## src/hw/ashi_defines.svh

```systemverilog
// Constants for the converter serial host interface
// Notes on behaviour
// Mode 1 latches the shifted-in channel address on each strobe rising edge.
// Mode 1 drives output on shift clock falling edge, samples input on rising.
// Mode 1 chip select low resets sequence and enables the shift register; the code only clears the bit count while idle and never resets the state.
// Mode 2 holds sequencer reset while select low; converts on select rise.
// Mode 1 select high ignores inputs and floats the serial output.
// Mode 2 initialization picks channel seven without any address transfer.
// Mode 2 host keeps strobe low and external shift clock high.
// Mode input high is parallel; low uses submode low mode 1, high mode 2.
// Bit order select high shifts LSB first, low shifts MSB first.
// Two divider inputs pick 1/1, 1/2, 1/4 or 1/8, first input low bit.
// Mode 2 outputs internal clock and an active-low frame around data.
// The whole 10-bit result shifts out, one bit per clock, chosen order.
`ifndef ASHI_DEFINES_SVH
`define ASHI_DEFINES_SVH
`define ASHI_RES_W 10
`define ASHI_CH_W 3
`define ASHI_CH_MODE2 3'h7
`define ASHI_BITCNT_W 4
`define ASHI_DIV_BASE 5'h0a
`endif

```

## src/hw/ashi_pkg.sv

```systemverilog
// Types for the converter serial host interface
`include "ashi_defines.svh"
package ashi_pkg;
   typedef enum logic [1:0] {ASHI_PARALLEL, ASHI_SER1, ASHI_SER2} ashi_mode_type;
   typedef enum {ASHI_IDLE, ASHI_CONV, ASHI_SHIFT} ashi_state_type;
   typedef struct packed {
      logic [`ASHI_RES_W-1:0] data;
   } ashi_word_type;
endpackage : ashi_pkg

```

## src/hw/ashi_top.sv

```systemverilog
// Serial host interface and sequence control of the converter
`timescale 1ns/10ps
`include "ashi_defines.svh"
module ashi_top
   import ashi_pkg::*;
#(
   parameter int RES_W = `ASHI_RES_W,
   parameter int CONV_CYCLES = 24
) (
   // Clock, reset, enable
   input wire logic core_clk,
   input wire logic rst_n,
   input wire logic clk_en,
   // Mode and configuration
   input wire logic interface_mode_select,
   input wire logic submode_select,
   input wire logic bit_order_select,
   input wire logic clock_divider_sel_lo,
   input wire logic clock_divider_sel_hi,
   // Host serial pins
   input wire logic chip_select_n,
   input wire logic channel_latch_strobe,
   input wire logic external_shift_clock,
   input wire logic serial_in,
   output logic serial_out,
   output logic serial_out_oe,
   output logic internal_shift_clock_out,
   output logic serial_out_frame_n,
   // Converter core side
   input wire logic result_valid,
   output logic result_ready,
   input wire logic [RES_W-1:0] result_data,
   output logic conv_start,
   output logic [`ASHI_CH_W-1:0] analog_input_mux
);
   // Decoded interface mode
   ashi_mode_type mode;
   // Sequence state
   ashi_state_type state_q;
   // Last-cycle copies of the select, strobe and shift clock pins
   logic cs_q;
   logic stb_q;
   logic sck_q;
   // Qualified pin edges
   logic cs_rise;
   logic stb_rise;
   logic sck_rise;
   logic sck_fall;
   // Address shifter and output shifter
   logic [`ASHI_CH_W-1:0] addr_sr_q;
   logic [RES_W-1:0] out_sr_q;
   // Bit and conversion counters
   logic [`ASHI_BITCNT_W-1:0] bit_q;
   logic [7:0] conv_cnt_q;
   // Internal clock divider, half period up to 80 core cycles
   logic [6:0] div_cnt_q;
   logic [6:0] div_top;
   logic iclk_q;
   logic iclk_fall;
   logic div_wrap;
   // Two-entry buffer between core result and shifter
   logic [RES_W-1:0] buf_q [2];
   logic [1:0] buf_cnt_q;
   logic buf_wptr_q;
   logic buf_rptr_q;
   logic buf_pop;
   logic buf_push;
   // Sequence helpers
   logic in_sel;
   logic shifting;
   logic done_shift;

   // Mode decode
   always_comb begin
      if (interface_mode_select) mode = ASHI_PARALLEL;
      else if (submode_select) mode = ASHI_SER2;
      else mode = ASHI_SER1;
   end

   // Edge detection of host pins
   always_ff @(posedge core_clk or negedge rst_n) begin
      if (!rst_n) begin
         cs_q <= 1'b1;
         stb_q <= 1'b0;
         sck_q <= 1'b1;
      end else if (clk_en) begin
         cs_q <= chip_select_n;
         stb_q <= channel_latch_strobe;
         sck_q <= external_shift_clock;
      end
   end
   // Pin qualification, host pins ignored while deselected
   assign in_sel = !chip_select_n;
   assign cs_rise = chip_select_n && !cs_q;
   assign stb_rise = channel_latch_strobe && !stb_q && in_sel;
   assign sck_rise = external_shift_clock && !sck_q && in_sel;
   assign sck_fall = !external_shift_clock && sck_q && in_sel;

   // Internal clock divider, 1/1 to 1/8
   always_comb begin
      div_top = 7'(`ASHI_DIV_BASE) << {clock_divider_sel_hi, clock_divider_sel_lo};
   end
   // Terminal count of each half period, ten core cycles at 1/1
   assign div_wrap = div_cnt_q >= div_top - 7'h01;
   // Half-period counter, toggles the internal clock
   always_ff @(posedge core_clk or negedge rst_n) begin
      if (!rst_n) begin
         div_cnt_q <= 7'h00;
         iclk_q <= 1'b1;
      end else if (clk_en) begin
         if (div_wrap) begin
            div_cnt_q <= 7'h00;
            iclk_q <= !iclk_q;
         end else begin
            div_cnt_q <= div_cnt_q + 7'h01;
         end
      end
   end
   assign iclk_fall = iclk_q && div_wrap;
   // Clock pin toggles only in mode 2, held low otherwise
   assign internal_shift_clock_out = (mode == ASHI_SER2) ? iclk_q : 1'b0;

   // Channel address shift and latch
   always_ff @(posedge core_clk or negedge rst_n) begin
      if (!rst_n) begin
         addr_sr_q <= 3'h0;
         analog_input_mux <= 3'h0;
      end else if (clk_en) begin
         if (mode == ASHI_SER2) begin
            analog_input_mux <= `ASHI_CH_MODE2;
         end else if (mode == ASHI_SER1) begin
            if (sck_rise) addr_sr_q <= {addr_sr_q[1:0], serial_in};
            if (stb_rise) analog_input_mux <= addr_sr_q;
         end
      end
   end

   // Result buffer
   assign buf_push = result_valid && result_ready;
   assign result_ready = buf_cnt_q != 2'h2;
   // Buffer pointers and fill count
   always_ff @(posedge core_clk or negedge rst_n) begin
      if (!rst_n) begin
         buf_cnt_q <= 2'h0;
         buf_wptr_q <= 1'b0;
         buf_rptr_q <= 1'b0;
         buf_q[0] <= '0;
         buf_q[1] <= '0;
      end else if (clk_en) begin
         if (buf_push) begin
            buf_q[buf_wptr_q] <= result_data;
            buf_wptr_q <= !buf_wptr_q;
         end
         if (buf_pop) buf_rptr_q <= !buf_rptr_q;
         buf_cnt_q <= buf_cnt_q + {1'b0, buf_push} - {1'b0, buf_pop};
      end
   end

   // Sequence control and output shifter
   assign shifting = state_q == ASHI_SHIFT;
   assign done_shift = bit_q == `ASHI_BITCNT_W'(RES_W - 1);
   assign buf_pop = (state_q == ASHI_CONV) && conv_cnt_q == 8'h00 && buf_cnt_q != 2'h0;
   // Sequence state, counters and shifter
   always_ff @(posedge core_clk or negedge rst_n) begin
      if (!rst_n) begin
         state_q <= ASHI_IDLE;
         conv_cnt_q <= 8'h00;
         bit_q <= '0;
         out_sr_q <= '0;
         conv_start <= 1'b0;
      end else if (clk_en) begin
         conv_start <= 1'b0;
         if (mode == ASHI_PARALLEL) begin
            state_q <= ASHI_IDLE;
         end else if (mode == ASHI_SER2 && !chip_select_n) begin
            state_q <= ASHI_IDLE;
         end else if (mode == ASHI_SER1 && !chip_select_n && !cs_q && cs_q != chip_select_n) begin
            state_q <= ASHI_IDLE;
         end else begin
            case (state_q)
               ASHI_IDLE: begin
                  if ((mode == ASHI_SER2 && cs_rise) || (mode == ASHI_SER1 && cs_rise)) begin
                     state_q <= ASHI_CONV;
                     conv_start <= 1'b1;
                     conv_cnt_q <= 8'(CONV_CYCLES);
                  end
               end
               ASHI_CONV: begin
                  if (conv_cnt_q != 8'h00) conv_cnt_q <= conv_cnt_q - 8'h01;
                  else if (buf_pop) begin
                     out_sr_q <= buf_q[buf_rptr_q];
                     bit_q <= '0;
                     state_q <= ASHI_SHIFT;
                  end
               end
               ASHI_SHIFT: begin
                  if ((mode == ASHI_SER1 && sck_fall) ||
                      (mode == ASHI_SER2 && iclk_fall)) begin
                     if (bit_order_select) out_sr_q <= out_sr_q >> 1;
                     else out_sr_q <= out_sr_q << 1;
                     bit_q <= bit_q + `ASHI_BITCNT_W'(1);
                     if (done_shift) state_q <= ASHI_IDLE;
                  end
               end
               default: state_q <= ASHI_IDLE;
            endcase
         end
         // In mode 1, idle with select low restarts the bit count
         if (mode == ASHI_SER1 && !chip_select_n && state_q == ASHI_IDLE) begin
            bit_q <= '0;
         end
      end
   end

   // Serial output pin, frame and enable
   always_comb begin
      serial_out = bit_order_select ? out_sr_q[0] : out_sr_q[RES_W-1];
      serial_out_oe = (mode == ASHI_SER1) ? in_sel : (mode == ASHI_SER2);
      serial_out_frame_n = !((mode == ASHI_SER2) && shifting);
   end
endmodule : ashi_top

```

## config.mk

```make
export PLATFORM = sky130hd
export DESIGN_NAME = ashi_top
export DESIGN_NICKNAME = d
export VERILOG_FILES = /design/src/hw/ashi_pkg.sv /design/src/hw/ashi_top.sv
export VERILOG_INCLUDE_DIRS = /design/src /design/src/hw
export SDC_FILE = /design/constraint.sdc
export NUM_CORES = 1
export LEC_CHECK = 0
export BUFFER_PORTS_ARGS = -buffer_cell sky130_fd_sc_hd__buf_2
export CAP_MARGIN = 15
export CORE_ASPECT_RATIO = 1.4
export CORE_MARGIN = 1.5
export CORE_UTILIZATION = 25
export DETAILED_ROUTE_END_ITERATION = 10
export PLACE_DENSITY_LB_ADDON = 0.3
export SYNTH_ARGS = -nofsm -noshare
export SYNTH_HDL_FRONTEND = slang
export SYNTH_SLANG_ARGS = --single-unit
export TNS_END_PERCENT = 50
```

## constraint.sdc

```tcl
create_clock -name core_clk -period 2.43 [get_ports core_clk]
set_input_delay 0.486 -clock core_clk [delete_from_list [all_inputs] [get_ports core_clk]]
set_output_delay 0.486 -clock core_clk [all_outputs]
set_load 0.02 [all_outputs]
```

# Word level (Yosys, flattened, before mapping)
# Index checks and enable logic that the tools add are counted.
totals:
  word_cells: 157
  in_bits: 23
  ff_bits: 96
  output_inout_bits: 9
classes:
  bitwise_logic: 6
  magnitude_cmp: 4
  shift: 1
  n_reduce_logical: 53
  n_eq_ne: 25
  mux: 45
  add_sub_neg: 6
ops:
  columns: ["cell", "n"]
  rows:
  - ["two-way mux 32 bit", 8]
  - ["case mux 32 bit (3 select lines)", 1]
  - ["two-way mux 10 bit", 8]
  - ["equality test 32 x 2 -> 1 bit, second input constant", 2]
  - ["logical NOT 32 bit", 2]
  - ["equality test 32 x 1 -> 1 bit, second input constant", 1]
  - ["equality test 32 x 3 -> 1 bit, second input constant", 1]
  - ["two-way mux 4 bit", 7]
  - ["inequality test 5 bit, second input constant", 5]
  - ["logical AND 1 bit", 22]
  - ["bitwise mux 20 bit", 1]
  - ["case mux 10 bit (2 select lines)", 1]
  - ["two-way mux 8 bit", 2]
  - ["case mux 8 bit (2 select lines)", 1]
  - ["AND reduction 8 bit", 2]
  - ["inequality test 2 bit, second input constant", 6]
  - ["demux 10 bit (select 1 bit)", 1]
  - ["nonzero test 2 bit", 5]
  - ["logical NOT 1 bit", 9]
  - ["two-way mux 3 bit", 3]
  - ["inequality test 3 bit, second input constant", 3]
  - ["logical NOT 8 bit", 1]
  - ["two-way mux 1 bit", 8]
  - ["case mux 4 bit (2 select lines)", 1]
  - ["other kinds (28)", 39]

# Longest topological paths before layout
depth:
  depth_word: 12
  mapped_depth: 11
  ltp_nobuf: 11

# Worst setup path before layout
# OpenSTA, ideal clock, no wires.
synth_timing:
  path_kind: "input-to-reg"
  start: "input clock_divider_sel_lo"
  end: "register out_sr_q[0]"
  setup_slack_ps: -11
  setup_time_ps: 125
  t_required_ps: 2305
  cell_stages: 9
  arrival_time_ps: 2316
  n_path_buf: 1
  cell_sequence: "inv_1 ha_1 ha_1 a211oi_2 nor4_1 a2111o_1 and3_1 buf_6 mux2_4"
synth_between:
  elab_chain_len: 8
synth_rtl:
  columns: ["item", "line", "rtl"]
  rows:
  - ["start, declared", "ashi_top.sv:18", "input wire logic clock_divider_sel_lo,"]
  - ["left shift 4 x 2 -> 7 bit", "ashi_top.sv:101", "div_top = 7'(`ASHI_DIV_BASE) << {clock_divider_sel_hi, clock_divider_sel_lo};"]
  - ["subtractor 7 x 1 -> 7 bit", "ashi_top.sv:104", "assign div_wrap = div_cnt_q >= div_top - 7'h01;"]
  - ["greater-or-equal comparator 7 bit", "ashi_top.sv:104", null]
  - ["logical AND 1 bit", "ashi_top.sv:119", "assign iclk_fall = iclk_q && div_wrap;"]
  - ["logical AND 1 bit", "ashi_top.sv:198", "(mode == ASHI_SER2 && iclk_fall)) begin"]
  - ["logical OR 1 bit", "ashi_top.sv:197", "if ((mode == ASHI_SER1 && sck_fall) ||"]
  - ["inequality test 2 bit (no source line)", null, null]
  - ["AND reduction 8 bit (no source line)", null, null]
  - ["end signal, assigned", "ashi_top.sv:191", "out_sr_q <= buf_q[buf_rptr_q];"]
  - ["end signal, assigned", "ashi_top.sv:199", "if (bit_order_select) out_sr_q <= out_sr_q >> 1;"]
  - ["end signal, assigned", "ashi_top.sv:200", "else out_sr_q <= out_sr_q << 1;"]
  - ["end, declared", "ashi_top.sv:51", "logic [RES_W-1:0] out_sr_q;"]
# Every way passes these cells.
# A chain may end at the register's enable or synchronous reset.

# Worst setup path in the final report
layout_timing:
  start: "input clock_divider_sel_hi"
  end: "register out_sr_q[5]"
layout_between:
  elab_chain_len: 8
layout_rtl:
  columns: ["item", "line", "rtl"]
  rows:
  - ["start, declared", "ashi_top.sv:19", "input wire logic clock_divider_sel_hi,"]
  - ["left shift 4 x 2 -> 7 bit", "ashi_top.sv:101", null]
  - ["subtractor 7 x 1 -> 7 bit", "ashi_top.sv:104", null]
  - ["greater-or-equal comparator 7 bit", "ashi_top.sv:104", null]
  - ["logical AND 1 bit", "ashi_top.sv:119", null]
  - ["logical AND 1 bit", "ashi_top.sv:198", null]
  - ["logical OR 1 bit", "ashi_top.sv:197", null]
  - ["inequality test 2 bit (no source line)", null, null]
  - ["AND reduction 8 bit (no source line)", null, null]
# Every way passes these cells.

==> qor.yml <==
finish:
  diodes: 0
  seqCellArea_sq_um: 1660
  final_common_cell: "dfrtp_1"
  final_cell_count_no_fill: 574
  drive_gt1_share_pct: 30.4
  multiInputGateArea_sq_um: 1870
  final_cell_mix: "63 x dfrtp_1, 31 x buf_2, 28 x mux2_2, 26 x nand2_1, 20 x o21ai_0"
  final_cell_area_sq_um: 4380
  finalNetCount: 421
  area_growth_pct: 20.1
  final_util_pct: 30.4
  fill_cells: 1512
yosys:
  synthAdderAreaFrac_pct: 6.18
  synth_seq_cells: 66
  synthesis.area_sq_um: 3640
  yosysWarnings: 0
  synth_cells: 338
  syn-num-nets: 379
  synth_cell_types: 49
  synth-compound-area-share_pct: 11.8
  synth-edff-count: 0
  async_flop_share_pct: 100
  synthXorXnorAreaFrac_pct: 2.16
  synth_top_family_by_area: "multiplexers"
  yosysSeqAreaShare_pct: 45.4
  synth_simple_gate_area_share_pct: 14.9
  synth-main-ff-cell: "dfrtp_1"
  synthMuxAreaShare_pct: 15.8
  syn_area_per_cell_sq_um: 10.8
critical_path:
  startpoint: "clock_divider_sel_hi"
  start_kind: "input pin"
  crit_family: "compound AO/OA/AOI/OAI gates"
  reg2reg_from: "div_cnt_q[4]$_DFFE_PN0P_"
  endpoint_kind: "flop"
  crit_path_max_incr_delay_ps: 490
  crit_end: "out_sr_q[5]$_DFFE_PN0P_"
  crit_chain: "buf_2 > inv_1 > ha_1 > inv_1 > ha_1 > a21oi_1 > o21ai_0 > a2111o_1 > and3_1 > buf_12 > mux2_4"
  slowest_stage: "a2111o_1"
  reg2reg_slack_ps: 160
  cp_data_arrival_time_ps: 2560
  r2r_cells: 7
  critical_path_buf_inv_count: 4
  cp.depth: 11
  path_class: "in2reg"
  cp_max_fo: 10
  crit_required_ps: 2640
  r2r_end: "out_sr_q[5]$_DFFE_PN0P_"
drt:
  ant_nets: 0
  via_count: 2618
  viasPerCell: 4.56
  finalWirelength_mm: 7.65
  drt-pass1-iter-count: 4
  wl_per_cell_um: 13.3
  drt-initial-drc-count: 137
  drc: 0
global_route:
  grt_first_pass_wirelength_mm: 13.5
  grt_pass1_vias: 2742
  grt_start_max_net_pins: 67
  antenna_found_initial: 0
  grt.total_usage_pct: 11.2
  gr-total-overflow: 0
timing:
  skew_ps: 5.32
  rsz0062_at_grt: "false"
  fin_crit_sh_pct: 96.8
  tightest_slew_ps: 658
  setup_violations: 0
  finalHoldViolations: 0
  relSlewSlack_pct: 56.1
  max_clock_freq_mhz: 425
  slew_viol_final: 0
  min_period_ps: 2350
  hold_ws_ps: 177
placement:
  place_area_sq_um: 4080
  gp_congestion: 0.780
  dpl.cell_count: 558
  portBuffers: 31
  dp_hpwl_mm: 5.47
cts:
  clkLatencyLatePin_ps: 330
  cts_tree: "built"
  cts.reportedPaths.clkPinSlew_ps: 50
  clk_path_buf_depth: 2
  cts_buffers: 9
  ctsHoldBuffers: 0
  cts_max_level: 3
  root_buffer: "clkbuf_16"
  cts_sinks: 66
  cts_setup_buffers: 0
floorplan:
  die_x_um: 105
  die_h_um: 146
  placementRows: 52
  coreArea_sq_um: 14400
  dieArea_sq_um: 15300
  initial_core_util_pct: 25.3
  io_pins: 32
min_path:
  holdCritPathClass: "in2async"
pwr:
  peakVddDrop_uv: 324
  power.leakage_nw: 1.99
  powerDensity_nw_per_um2: 1090
outcome:
  outcome: "completed"
flow_run:
  cap_viol_max_count: 0
worst reg2reg max path: stages (launching register included):
cell      delay (ps)
dfrtp_1          420
ha_1             340
a21oi_1          140
o21ai_0          110
a2111o_1         490
and3_1           200
buf_12           160
mux2_4           300
synth_stat cells (4+ instances only):
cell type | n | area [sq um]
mux2_2 | 28 | 315
mux2_4 | 10 | 150
nor3_1 | 8 | 40.0
inv_1 | 17 | 63.8
nor2_1 | 20 | 75.1
o21ai_1 | 6 | 30.0
a211oi_1 | 9 | 67.6
clkbuf_1 | 9 | 33.8
xor2_1 | 5 | 43.8
xnor2_1 | 4 | 35.0
nand2_1 | 26 | 97.6
nand4_1 | 5 | 31.3
ha_1 | 18 | 225
dfrtp_1 | 63 | 1580
nand3_1 | 7 | 35.0
a21oi_1 | 19 | 95.1
nor2b_1 | 9 | 56.3
mux2i_1 | 11 | 110
nand2b_1 | 4 | 25.0
o21ai_0 | 20 | 100
sequential cells by signal (all words and copies together), names as in the netlist:
| signal | flops |
|---|---|
| buf_rptr_q | 1 |
| stb_q | 1 |
| iclk_q | 1 |
| sck_q | 1 |
| buf_cnt_q | 2 |
| div_cnt_q | 7 |
| out_sr_q | 10 |
| buf_q | 20 |
| buf_wptr_q | 1 |
| analog_input_mux | 3 |
| addr_sr_q | 3 |
| bit_q | 4 |
| state_q | 2 |
| conv_start | 1 |
| cs_q | 1 |
| conv_cnt_q | 8 |
layer usage:
| layer | part of all wire [%] | track usage [%] |
|---|---|---|
| met1 | 46 | 13.7 |
| met2 | 49 | 17.6 |
| met3 | 3.1 | 3.81 |
| met4 | 1.8 | 5.07 |
| met5 | 0 | 0 |
stage by stage:
step	setup TNS, ps	worst slack (ps)	power [W]
after floorplan	0	52.0	0.00310
after global placement	-2510	-197	0.00353
after detailed placement	-3610	-258	0.00359
after CTS	0	93.0	0.00481
after global routing	0	5.87	0.00515
final	0	78.0	0.00475
power breakdown:
group | switching [W] | internal [W]
Combinational | 0.000803 | 0.000860
Clock | 0.000465 | 0.000716
Sequential | 0.000377 | 0.00153
repair_timing:
| action | in CTS | in global routing |
|---|---|---|
| resized for setup | 0 | 4 |
| endpoints found under the hold margin | 0 | 0 |
| endpoints found under the setup margin | 0 | 14 |
cell type report:
class	instances	share of cell area [%]
Multi-Input combinational cell	242	42.7
Sequential cell	66	37.8
Timing Repair Buffer	44	6.35
Clock buffer	12	5.63
Tap cell	189	5.40
Inverter	17	1.46
Clock inverter	4	0.629
how the worst min path moves through the flow:
| stage | start | endpoint | slack [ps] |
|---|---|---|---|
| floorplan | rst_n | addr_sr_q[0]$_DFFE_PN0P_ | 190 |
| global placement | analog_input_mux[0]$_DFFE_PN0P_ | analog_input_mux[0]$_DFFE_PN0P_ | 470 |
| detailed placement | conv_start$_DFFE_PN0P_ | conv_start$_DFFE_PN0P_ | 480 |
| CTS | rst_n | conv_cnt_q[5]$_DFFE_PN0P_ | 190 |
| global route | rst_n | buf_q[12]$_DFFE_PN0P_ | 200 |
| finish | rst_n | buf_q[12]$_DFFE_PN0P_ | 180 |
cells by family after synthesis:
group	Yosys count
multiplexers	49
buffers and inverters	30
adder cells (fa/ha/maj)	18
XOR/XNOR	9
AO/OA/AOI/OAI	68
AND/OR/NAND/NOR	98
flip-flops	66
No activity file was read; power rests on OpenSTA's default activity.
